**src/mpg_pkg.sv**
```systemverilog
package mpg_pkg;

    // ========================================
    // pin function selects for the shared pin
    // ========================================
    localparam logic [1:0] SHR_SENSE  = 2'h0;
    localparam logic [1:0] SHR_DECODE = 2'h1;
    localparam logic [1:0] SHR_IRQ    = 2'h2;

    // ========================================
    // decode block sizes
    // ========================================
    localparam logic [1:0] BLK_1  = 2'h0;
    localparam logic [1:0] BLK_8  = 2'h1;
    localparam logic [1:0] BLK_16 = 2'h2;

    // ========================================
    // widths and timing
    // ========================================
    localparam int ADDR_W      = 16;
    localparam int NUM_IRQ     = 8;
    localparam int DEV_W       = 3;
    localparam int CLK_FREQ_KHZ = 100_000;
    localparam int PULSE_NS    = 100;
    localparam int PULSE_CYC   =
        (PULSE_NS * CLK_FREQ_KHZ + 999_999) / 1_000_000;
    localparam logic [3:0] PULSE_CYC_W = 4'(PULSE_CYC);
    localparam logic [NUM_IRQ-1:0] IRQ_RST = 8'h00;

    // ========================================
    // carriers
    // ========================================
    typedef struct packed {
        logic [1:0]        shr_func;
        logic [1:0]        blk_size;
        logic [ADDR_W-1:0] blk_base;
        logic [ADDR_W-1:0] game_addr;
        logic              irq_src_ext;
        logic [DEV_W-1:0]  irq_dev_sel;
        logic [DEV_W-1:0]  ext_route_sel;
        logic              epp_ecp_en;
        logic              alt_floppy_mode;
        logic              uart_powered;
        logic              fdd_od_sel;
    } mpg_cfg_t;

    typedef struct packed {
        logic [ADDR_W-1:0] addr;
        logic              aen;
    } mpg_bus_t;

    typedef enum logic [2:0] {
        PS_IDLE  = 3'b001,
        PS_PULSE = 3'b010,
        PS_WAIT  = 3'b100
    } mpg_pstate_t;

endpackage : mpg_pkg

```
**src/mpg_glue.sv**
```systemverilog
`timescale 1ns/1ps
// Behaviour
// - alt floppy mode samples drive sense
// - active-low decode for 1/8/16 blocks
// - shared pin carries device or external irq
// - pulse low then release in epp/ecp
// - external irq steered to selected output
// - power-good low isolates inputs, floats outputs
// - power-good never alters held configuration
// - game select on address match, aen low
// - ring and uart irqs gated by power
// - floppy on parallel pins always open-drain
// - parallel outputs push-pull in epp/ecp unless floppy selected
module mpg_glue
    import mpg_pkg::*;
(
    input  wire logic               clk,
    input  wire logic               arst_n,
    input  wire logic               clk_en,
    input  wire logic               ref_clock_in,
    input  wire logic               power_good,
    input  wire mpg_cfg_t           cfg,
    input  wire mpg_bus_t           bus,
    input  wire logic               second_drive_sense_n,
    input  wire logic               external_irq_in,
    input  wire logic [NUM_IRQ-1:0] dev_irq,
    input  wire logic               ring_indicate_n,
    input  wire logic [1:0]         uart_irq,
    input  wire logic               pp_fdd_sel,
    input  wire logic               fdd_out_n,
    output logic                    floppy_status_a,
    output logic                    block_decode_out_n,
    output logic                    shared_oe_n,
    output logic                    game_select_n,
    output logic                    game_oe_n,
    output logic [NUM_IRQ-1:0]      irq_outputs,
    output logic [NUM_IRQ-1:0]      irq_oe_n,
    output logic                    ring_indicate_q,
    output logic [1:0]              uart_irq_q,
    output logic                    pp_pin_out,
    output logic                    pp_pin_oe_n
);

    // ========================================
    // decode helpers
    // ========================================
    function automatic logic blk_hit(input logic [ADDR_W-1:0] a,
                                     input logic [ADDR_W-1:0] b,
                                     input logic [1:0]        sz);
        logic h;
        h = 1'b0;
        if (sz == BLK_1)
            h = (a == b);
        else if (sz == BLK_8)
            h = (a[ADDR_W-1:3] == b[ADDR_W-1:3]);
        else if (sz == BLK_16)
            h = (a[ADDR_W-1:4] == b[ADDR_W-1:4]);
        return h;
    endfunction : blk_hit

    // ========================================
    // gated inputs
    // ========================================
    // inputs are forced to idle levels while power is bad so nothing
    // downstream toggles
    logic        pg;
    logic        sense_g;
    logic        ext_g;
    logic [NUM_IRQ-1:0] dev_g;
    logic        ring_g;
    logic [1:0]  uirq_g;
    logic        irq_src;
    logic        src_d;
    logic        next_src_d;

    assign pg      = power_good;
    assign sense_g = pg ? second_drive_sense_n : 1'b1;
    assign ext_g   = pg & external_irq_in;
    assign dev_g   = pg ? dev_irq : IRQ_RST;
    assign ring_g  = (pg & cfg.uart_powered) ? ring_indicate_n : 1'b1;
    assign uirq_g  = (pg & cfg.uart_powered) ? uart_irq : 2'h0;

    assign irq_src = cfg.irq_src_ext ? ext_g : dev_g[cfg.irq_dev_sel];

    // ========================================
    // sharing pulse machine
    // ========================================
    mpg_pstate_t pstate;
    mpg_pstate_t next_pstate;
    logic [3:0]  pcnt;
    logic [3:0]  next_pcnt;

    always_comb
    begin
        next_pstate = pstate;
        next_pcnt   = pcnt;
        next_src_d  = irq_src;
        case (pstate)
            PS_IDLE:
            begin
                if (irq_src && !src_d && cfg.epp_ecp_en)
                begin
                    next_pstate = PS_PULSE;
                    next_pcnt   = PULSE_CYC_W;
                end
            end
            PS_PULSE:
            begin
                if (pcnt <= 4'h1)
                    next_pstate = PS_WAIT;
                else
                    next_pcnt = pcnt - 4'h1;
            end
            PS_WAIT:
            begin
                // one pulse per request; rearm only when it drops
                if (!irq_src)
                    next_pstate = PS_IDLE;
            end
            default:
                next_pstate = PS_IDLE;
        endcase
    end

    // ========================================
    // output next values
    // ========================================
    logic               next_fsa;
    logic               next_blk_n;
    logic               next_sh_oe_n;
    logic               next_game_n;
    logic               next_game_oe_n;
    logic [NUM_IRQ-1:0] next_irq;
    logic [NUM_IRQ-1:0] next_irq_oe_n;
    logic               next_ring;
    logic [1:0]         next_uirq;
    logic               next_pp;
    logic               next_pp_oe_n;
    logic               pp_pushpull;

    always_comb
    begin
        next_fsa = floppy_status_a;
        if (pg && cfg.alt_floppy_mode && cfg.shr_func == SHR_SENSE)
            next_fsa = sense_g;

        next_blk_n   = 1'b1;
        next_sh_oe_n = 1'b1;
        if (cfg.shr_func == SHR_DECODE)
        begin
            next_blk_n   = !blk_hit(bus.addr, cfg.blk_base, cfg.blk_size);
            next_sh_oe_n = next_blk_n;
        end
        else if (cfg.shr_func == SHR_IRQ)
        begin
            if (cfg.epp_ecp_en)
            begin
                next_blk_n   = !(next_pstate == PS_PULSE);
                next_sh_oe_n = next_blk_n;
            end
            else
            begin
                next_blk_n   = !irq_src;
                next_sh_oe_n = 1'b0;
            end
        end

        next_game_n = !((bus.addr == cfg.game_addr) && !bus.aen);
        next_game_oe_n = 1'b0;

        next_irq      = IRQ_RST;
        next_irq[cfg.ext_route_sel] = ext_g;
        next_irq_oe_n = ~IRQ_RST;
        next_irq_oe_n[cfg.ext_route_sel] = 1'b0;

        next_ring = ring_g;
        next_uirq = uirq_g;

        pp_pushpull = cfg.epp_ecp_en;
        if (pp_fdd_sel)
            pp_pushpull = 1'b0;
        next_pp      = pp_pushpull ? fdd_out_n : 1'b0;
        next_pp_oe_n = pp_pushpull ? 1'b0 : fdd_out_n;

        if (!pg)
        begin
            next_blk_n     = 1'b1;
            next_sh_oe_n   = 1'b1;
            next_game_n    = 1'b1;
            next_game_oe_n = 1'b1;
            next_irq       = IRQ_RST;
            next_irq_oe_n  = ~IRQ_RST;
            next_pp        = 1'b0;
            next_pp_oe_n   = 1'b1;
        end
    end

    // ========================================
    // registers
    // ========================================
    always_ff @(posedge clk or negedge arst_n)
    begin
        if (!arst_n)
        begin
            pstate             <= PS_IDLE;
            pcnt               <= 4'h0;
            src_d              <= 1'b0;
            floppy_status_a    <= 1'b1;
            block_decode_out_n <= 1'b1;
            shared_oe_n        <= 1'b1;
            game_select_n      <= 1'b1;
            game_oe_n          <= 1'b1;
            irq_outputs        <= IRQ_RST;
            irq_oe_n           <= ~IRQ_RST;
            ring_indicate_q    <= 1'b1;
            uart_irq_q         <= 2'h0;
            pp_pin_out         <= 1'b0;
            pp_pin_oe_n        <= 1'b1;
        end
        else if (clk_en)
        begin
            pstate             <= next_pstate;
            pcnt               <= next_pcnt;
            src_d              <= next_src_d;
            floppy_status_a    <= next_fsa;
            block_decode_out_n <= next_blk_n;
            shared_oe_n        <= next_sh_oe_n;
            game_select_n      <= next_game_n;
            game_oe_n          <= next_game_oe_n;
            irq_outputs        <= next_irq;
            irq_oe_n           <= next_irq_oe_n;
            ring_indicate_q    <= next_ring;
            uart_irq_q         <= next_uirq;
            pp_pin_out         <= next_pp;
            pp_pin_oe_n        <= next_pp_oe_n;
        end
    end

    // ========================================
    // checks
    // ========================================
    // checkers wait one enabled edge, outputs still hold reset values
    logic       chk_armed;
    logic [3:0] pulse_seen;
    logic [3:0] next_pulse_seen;
    always_comb
    begin
        next_pulse_seen = (pstate == PS_PULSE) ? pulse_seen + 4'h1 : 4'h0;
    end
    always_ff @(posedge clk or negedge arst_n)
    begin
        if (!arst_n)
        begin
            chk_armed  <= 1'b0;
            pulse_seen <= 4'h0;
        end
        else if (clk_en)
        begin
            chk_armed  <= 1'b1;
            pulse_seen <= next_pulse_seen;
        end
    end

    // ref_clock_in is the system reference seen as a plain level; the
    // design itself runs from clk
    logic unused_ref;
    assign unused_ref = ref_clock_in;
endmodule : mpg_glue

```
**config.mk**
```make
export PLATFORM = sky130hd
export DESIGN_NAME = mpg_glue
export DESIGN_NICKNAME = d
export VERILOG_FILES = /design/src/mpg_pkg.sv /design/src/mpg_glue.sv
export SDC_FILE = /design/constraint.sdc
export NUM_CORES = 1
export LEC_CHECK = 0
export ABC_AREA = 1
export BUFFER_PORTS_ARGS = -buffer_cell sky130_fd_sc_hd__buf_4
export CAP_MARGIN = 15
export CORE_MARGIN = 2
export CORE_UTILIZATION = 40
export CTS_BUF_LIST = sky130_fd_sc_hd__clkbuf_4
export CTS_CLUSTER_DIAMETER = 120
export CTS_CLUSTER_SIZE = 28
export DETAILED_ROUTE_END_ITERATION = 16
export GPL_TIMING_DRIVEN = 0
export PLACE_DENSITY = 0.7
export SLEW_MARGIN = 20
export SYNTH_ARGS = -nofsm -noshare
export SYNTH_HDL_FRONTEND = slang
export SYNTH_SLANG_ARGS = --single-unit
```
**constraint.sdc**
```tcl
create_clock -name clk -period 2.96 [get_ports clk]
set_input_delay 0.296 -clock clk [delete_from_list [all_inputs] [get_ports clk]]
set_output_delay 0.296 -clock clk [all_outputs]
set_load 0.03 [all_outputs]
```
==> impl_metrics.json, run 1 <==
{
  "status": "finished, final reports clean",
  "crit_arrival_ns": 1.78,
  "antenna_found_initial": 0,
  "ant_nets": 0,
  "crit_type": "flop to flop",
  "htreeDepth": 2,
  "layout-drive-gt1-share": 0.396,
  "synth_top_family_by_area": "simple AND/OR/NAND/NOR gates",
  "synth-async-reset-ratio": 1.00,
  "power_density_nw_per_um2": 394,
  "synth_compound_area_frac": 0.151,
  "cts_sinks": 34,
  "slew_headroom": 0.712,
  "clockRootBuffer": "clkbuf_4",
  "cts_tree": "yes",
  "p_leak_nw": 1.59,
  "pwr-share-seq": 0.463,
  "crit_path_end_kind": "flop",
  "grtUsageTotal": 0.218,
  "cp_cell_sequence": "inv_1, ha_1, o21ai_0, nand2_1, nand2_2, nand2_4, a21oi_2, a21oi_2",
  "cp_max_fo": 8,
  "worstMarginPinSlew_ns": 0.433,
  "startpoint_type": "flop",
  "viasPerCell": 4.89,
  "syn-mean-instance-area_um2": 7.74,
  "ys_types": 37,
  "fin_nets": 476,
  "peakVddDrop_mv": 0.245,
  "overflow": 0,
  "synth-warning-count": 0,
  "routabilityCongestion": 0.859,
  "fp.dieW_um": 77.1,
  "remaining_drc_errors": 0,
  "synthCells": 276,
  "fin_crit_sh": 0.517,
  "syn_to_final_growth_pct": 44.3,
  "yosys.area_share.simple": 0.278,
  "cp.required_ns": 3.21,
  "fmax_mhz": 653,
  "syn_nets": 362,
  "tns_ns": 0,
  "clock_skew_ns": 0.00292,
  "p_sw_frac": 0.343,
  "antenna_cells_inserted": 0,
  "coreArea_um2": 5140,
  "initial_utilization": 0.416,
  "cts.clk_slew.worst_paths_ns": 0.11,
  "period_needed_ns": 1.53,
  "p_int_w": 0.000799,
  "p_comb_frac": 0.327,
  "fin_util": 0.600,
  "slew_violations": 0,
  "slowest_stage": "dfrtp_1",
  "io_pins": 110,
  "synth_ff_type": "dfrtp_1",
  "post_cts_resize_count": 0,
  "synth_xor_xnor_area_share": 0.0574,
  "place.port_buffers": 106,
  "die_area_um2": 5940,
  "grt_pass1_wl_mm": 10.3,
  "syn-cell-area_um2": 2140,
  "slowest_delay_ns": 0.39,
  "vias": 2254,
  "hpwl_mm": 4.94,
  "drtIter0Drc": 94,
  "synth-adder-area-share": 0.0117,
  "hold_viol": 0,
  "insertion_delay_ns": 0.35,
  "setup_viol": 0,
  "p_switching_w": 0.000417,
  "path_common_cell": "a21oi_2",
  "core.rowCount": 26,
  "die_y_um": 77.1,
  "grt_max_degree": 35,
  "cts_buffers": 5,
  "wl_per_cell_um": 13.2,
  "clock_path_buffers": 2,
  "dr.pass1.iters": 4,
  "rsz0062_at_grt": "false",
  "synth_edf_count": 0,
  "maxCapViolCount": 0,
  "pwr-share-clk": 0.211,
  "drt_wl_total_mm": 6.08,
  "ys_ff_latch": 34,
  "hold_path_class": "input pin to flop",
  "grt_pass1_vias": 2277,
  "muxShareOfSynthArea": 0.00527,
  "yosysSeqAreaShare": 0.408
}
==> power by group through the flow <==
| stage | Combinational [W] | Sequential [W] | Clock [W] |
|---|---|---|---|
| after floorplan | 0.000192 | 0.000601 | 0 |
| final | 0.000397 | 0.000563 | 0.000256 |
| after CTS | 0.000401 | 0.000563 | 0.000265 |
| after global routing | 0.000445 | 0.000568 | 0.000286 |
| after global placement | 0.000389 | 0.000569 | 0 |
| after detailed placement | 0.000400 | 0.000569 | 0 |
==> worst paths after layout <==
kind                                   from              end  slack, ns  cells past startpoint
worst min register to register  shared_oe_n      shared_oe_n       0.48                      2
max in group asynchronous            arst_n        pstate[0]       2.20                      2
min in group asynchronous            arst_n            src_d       0.41                      2
worst min-delay path                 cfg[1]  ring_indicate_q       0.10                      2
worst max register to register      pcnt[0]          pcnt[0]       1.43                      8
worst max-delay path                pcnt[0]          pcnt[0]       1.43                      8
==> placed cells by master (no fill, tap or decap), drive strengths merged <==
cell type	synthesis	routed
o22ai	8	8
inv	42	42
nor4	1	1
dlygate4sd3	0	1
buf	5	111
a22o	1	1
dfstp	16	16
clkinvlp	0	1
a32o	9	9
nand3b	1	1
a31oi	1	1
clkbuf	1	6
nand3	17	17
o21ai	15	15
nor3	13	13
xor2	11	11
a211oi	1	1
xnor2	3	3
nor2	30	30
mux2	1	1
dfrtp	18	18
a21oi	13	13
clkinv	0	2
ha	2	2
nand2	60	60
o22a	1	1
nand4	3	3
or2	3	3
==> worst max-delay path: cells and delay by family, from the launching register on <==
family,cells,cell delay [ns]
simple gates,3,0.32
fa+ha+maj,1,0.23
buf+inv,1,0.10
flops,1,0.39
compound gates,3,0.40
==> synth_stat cells (6+ instances only) <==
| master | number | area, um2 |
|---|---|---|
| a21oi_1 | 10 | 50.1 |
| dfrtp_1 | 18 | 450 |
| xor2_1 | 11 | 96.3 |
| dfstp_2 | 16 | 420 |
| o22ai_1 | 8 | 50.1 |
| nand3_1 | 15 | 75.1 |
| a32o_1 | 9 | 90.1 |
| nor2_1 | 28 | 105 |
| inv_1 | 38 | 143 |
| o21ai_1 | 6 | 30.0 |
| nand2_1 | 57 | 214 |
| o21ai_0 | 9 | 45.0 |
| nor3_1 | 11 | 55.1 |
==> registers in the layout, summed over array words and instances, names as in the netlist <==
register / cells
block_decode_out_n: 1
floppy_status_a: 1
game_oe_n: 1
game_select_n: 1
irq_oe_n: 8
irq_outputs: 8
pcnt: 4
pp_pin_oe_n: 1
pp_pin_out: 1
pstate: 3
ring_indicate_q: 1
shared_oe_n: 1
src_d: 1
uart_irq_q: 2
==> layout make-up <==
type,count,area [um2]
Timing Repair Buffer,107,806
Clock inverter,3,16.3
Tap cell,70,87.6
Inverter,42,158
Fill cell,489,2060
Sequential cell,34,871
Multi-Input combinational cell,194,1080
Clock buffer,5,37.5
Buffer,6,31.3
==> per-stage QoR <==
stage	cell area, um2	hold slack [ns]	total power, W	worst slack, ns	std cells
floorplan	2140	0.000409	0.000792	1.58	276
global route	3080	0.102	0.00130	1.25	461
detailed placement	3020	0.270	0.000970	1.44	452
CTS	3080	0.0955	0.00123	1.42	461
finish	3080	0.104	0.00122	1.43	461
global placement	3020	0.266	0.000958	1.45	452
==> kinds of logic after synthesis <==
kind of cell	Yosys count
AO/OA/AOI/OAI	49
XOR/XNOR	14
adder cells (fa/ha/maj)	2
buffers and inverters	48
flip-flops	34
multiplexers	1
AND/OR/NAND/NOR	128
==> routing by layer <==
metal,GRT usage,vias to the layer above,share of wire
met2,0.359,70,0.48
met1,0.276,1028,0.44
li1,-,1137,-
met4,0.0679,0,0.027
met3,0.0635,19,0.061
met5,0,-,0
==> what timing repair did <==
item	CTS	global route
setup endpoints to repair	0	0
setup buffers	0	0
endpoints found under the hold margin	18	0
hold buffers	1	0
Note: power is estimated with default switching activity, not from simulation.
==> run 2: changes to the inputs <==
--- a/config.mk
+++ b/config.mk
@@ -5,7 +5,7 @@
 export SDC_FILE = /design/constraint.sdc
 export NUM_CORES = 1
 export LEC_CHECK = 0
-export ABC_AREA = 1
+export ABC_AREA = 0
 export BUFFER_PORTS_ARGS = -buffer_cell sky130_fd_sc_hd__buf_4
 export CAP_MARGIN = 15
 export CORE_MARGIN = 2
@@ -15,7 +15,7 @@
 export CTS_CLUSTER_SIZE = 28
 export DETAILED_ROUTE_END_ITERATION = 16
 export GPL_TIMING_DRIVEN = 0
-export PLACE_DENSITY = 0.7
+export PLACE_DENSITY = 0.73
 export SLEW_MARGIN = 20
 export SYNTH_ARGS = -nofsm -noshare
 export SYNTH_HDL_FRONTEND = slang
==> constraint.sdc (replaced) <==
create_clock -name clk -period 1.4 [get_ports clk]
set_input_delay 0.14 -clock clk [delete_from_list [all_inputs] [get_ports clk]]
set_output_delay 0.14 -clock clk [all_outputs]
set_load 0.03 [all_outputs]
==> run 2 against run 1 <==
  * The run now ends with setup timing left
  * Wire length is 0.28% lower
  * Global-route usage is 0.21 points higher
  * Sequential share of layout area is 0.74 points lower
  * Fmax is 0.81% lower
  * Flip-flop and latch count stayed put
  * Power is 120% higher
  * Cell count is 11% lower
  * Utilization is 3.0 points higher
==> impl_metrics.json, run 2 <==
{
  "status": "finished, violations left",
  "violations": "setup timing",
  "clockRootBuffer": "clkbuf_4",
  "period_needed_ns": 1.54,
  "grt_pass1_vias": 1986,
  "hpwl_mm": 4.66,
  "grtUsageTotal": 0.220,
  "startpoint": "pstate[0]",
  "syn-mean-instance-area_um2": 9.47,
  "rsz0062_at_grt": "true",
  "insertion_delay_ns": 0.33,
  "yosys-top-cells-count": "inv_1 (24), xnor2_1 (23), nor2_1 (20), dfrtp_1 (18), dfstp_2 (16)",
  "nFillCells": 461,
  "cp.required_ns": 1.64,
  "initial_utilization": 0.407,
  "layout-drive-gt1-share": 0.469,
  "die_y_um": 75.7,
  "die_area_um2": 5730,
  "crit_path_end_kind": "flop",
  "dr.pass1.iters": 4,
  "startpoint_type": "flop",
  "antenna_found_initial": 0,
  "ys_types": 48,
  "synth-warning-count": 0,
  "drt_wl_total_mm": 6.06,
  "reg2reg_slack_ns": -0.14,
  "crit_type": "flop to flop",
  "r2r_start": "pstate[0]",
  "syn_nets": 303,
  "slew_headroom": 0.623,
  "cts_sinks": 34,
  "hold_slack_ns": 0.0167,
  "maxCapViolCount": 0,
  "worstMarginPinSlew_ns": 0.565,
  "synth_top_area_cell": "dfrtp_1",
  "synthCells": 217,
  "placed_cell_area_um2": 2940,
  "vias": 2029,
  "crit_arrival_ns": 1.78,
  "drtIter0Drc": 107,
  "synth_edf_count": 0,
  "clock_skew_ns": 0.00191,
  "hold_depth": 2,
  "r2r_cells": 5,
  "syn_to_final_growth_pct": 54.6,
  "setup_viol": 7,
  "routabilityCongestion": 0.822,
  "synth.area.top_cells": "dfrtp_1 (22%), dfstp_2 (20%), xnor2_1 (9.8%)",
  "power_density_nw_per_um2": 847,
  "clock_path_buffers": 2,
  "synth_top_area_frac": 0.219,
  "most-common-layout-cells": "buf_4 (112), xnor2_1 (23), inv_1 (22)",
  "htreeDepth": 2,
  "p_leak_nw": 1.43,
  "core.rowCount": 26,
  "synth-async-reset-ratio": 1.00,
  "io_pins": 110,
  "worst_slack_ns": -0.144,
  "cp_max_fo": 2,
  "cts_tree": "yes",
  "peakVddDrop_mv": 0.475,
  "hold_viol": 0,
  "viasPerCell": 4.96,
  "cts_buffers": 5,
  "wl_per_cell_um": 14.8,
  "fmax_mhz": 648,
  "antenna_cells_inserted": 0,
  "syn-cell-area_um2": 2050,
  "top_regs": "irq_oe_n x8, irq_outputs x8, pcnt x4",
  "final_area_um2": 3180,
  "slew_violations": 0,
  "place.port_buffers": 106,
  "grt_max_degree": 35,
  "hold_path_class": "input pin to flop",
  "fin_crit_sh": 1.10,
  "layout_commonest_cell": "buf_4",
  "coreArea_um2": 5040,
  "ys_ff_latch": 34,
  "ant_nets": 0,
  "fp.dieW_um": 75.7,
  "remaining_drc_errors": 0,
  "fin_nets": 424,
  "worstHoldStart": "cfg[5]",
  "synth_ff_type": "dfrtp_1",
  "cts.clk_slew.worst_paths_ns": 0.11,
  "grt_pass1_wl_mm": 9.45,
  "yosysSeqAreaShare": 0.424,
  "yosysMostFrequentCell": "inv_1",
  "overflow": 0
}
run 2: cell types whose count changed in the layout (fill, tap and decap cells not counted), moves of 8 or more:
cell     previous run  this run
a32o_1              9         0
nor3_1             11         3
nand3_1            15         3
nand2_1            57         8
inv_1              38        22
nor2_1             28        18
xnor2_1             3        23
run 2: cells by family (layout without fill, tap and decap cells):
group | Yosys count | after routing | synth area share
xor gates and xnor gates | 32 | 32 | 0.136
muxes | 6 | 6 | 0.0390
adders and majority gates | 2 | 2 | 0.0122
and+or+nand+nor | 64 | 64 | 0.164
buffers and inverters | 31 | 153 | 0.0603
AOI/OAI and AO/OA | 48 | 48 | 0.164
DFF | 34 | 34 | 0.424
run 2: stage by stage:
| stage | power, W | util | worst slack [ns] | instances | setup TNS (ns) |
|---|---|---|---|---|---|
| final | 0.00269 | 0.630 | -0.144 | 409 | -0.538 |
| after global routing | 0.00283 | 0.630 | -0.193 | 409 | -1.13 |
| after detailed placement | 0.00186 | 0.584 | -0.227 | 393 | -1.95 |
| after global placement | 0.00185 | 0.584 | -0.232 | 393 | -1.49 |
| after floorplan | 0.00151 | - | -0.0681 | 217 | -0.170 |
| after CTS | 0.00266 | 0.619 | -0.186 | 406 | -0.784 |
run 2: worst paths after layout:
path,endpoint
max,pcnt[2]
min,irq_oe_n[3]
max reg2reg,pcnt[2]
min reg2reg,game_oe_n
max in group asynchronous,irq_oe_n[1]
min in group asynchronous,pcnt[1]
run 2: critical path: stages, from the launching register on:
cell      delay [ns]
dfstp_2         0.54
and4bb_2        0.24
o211ai_1        0.10
a211oi_2        0.23
o221ai_1        0.15
a21o_1          0.19
run 2: report_power, final:
part           internal, W  switching [W]
Sequential         0.00108      0.0000772
Combinational     0.000411       0.000404
Clock             0.000391       0.000325
run 2: area by class of cell:
cell class	count	area [um2]	area share
sequential	34	873	0.275
inverter	24	90.1	0.0284
clock inverter	2	33.8	0.0106
buffer	7	33.8	0.0106
tap	70	87.6	0.0276
multi-input combinational	152	1150	0.362
clock buffer	6	45.0	0.0142
timing repair buffer	114	861	0.271
run 2: per-layer routing:
layer | global-route usage | vias to the layer above | wire (um)
met4 | 0.0370 | 0 | 48
li1 | - | 1010 | -
met3 | 0.0503 | 7 | 192
met2 | 0.385 | 35 | 3270
met5 | 0 | - | 0
met1 | 0.282 | 977 | 2550
run 2: timing repair:
item,CTS,global route
setup endpoints to repair,8,9
hold buffers,1,1
cloned,0,0
gates resized for setup,14,7
endpoints found under the hold margin,18,1
pin swaps,9,3
setup buffers,4,2
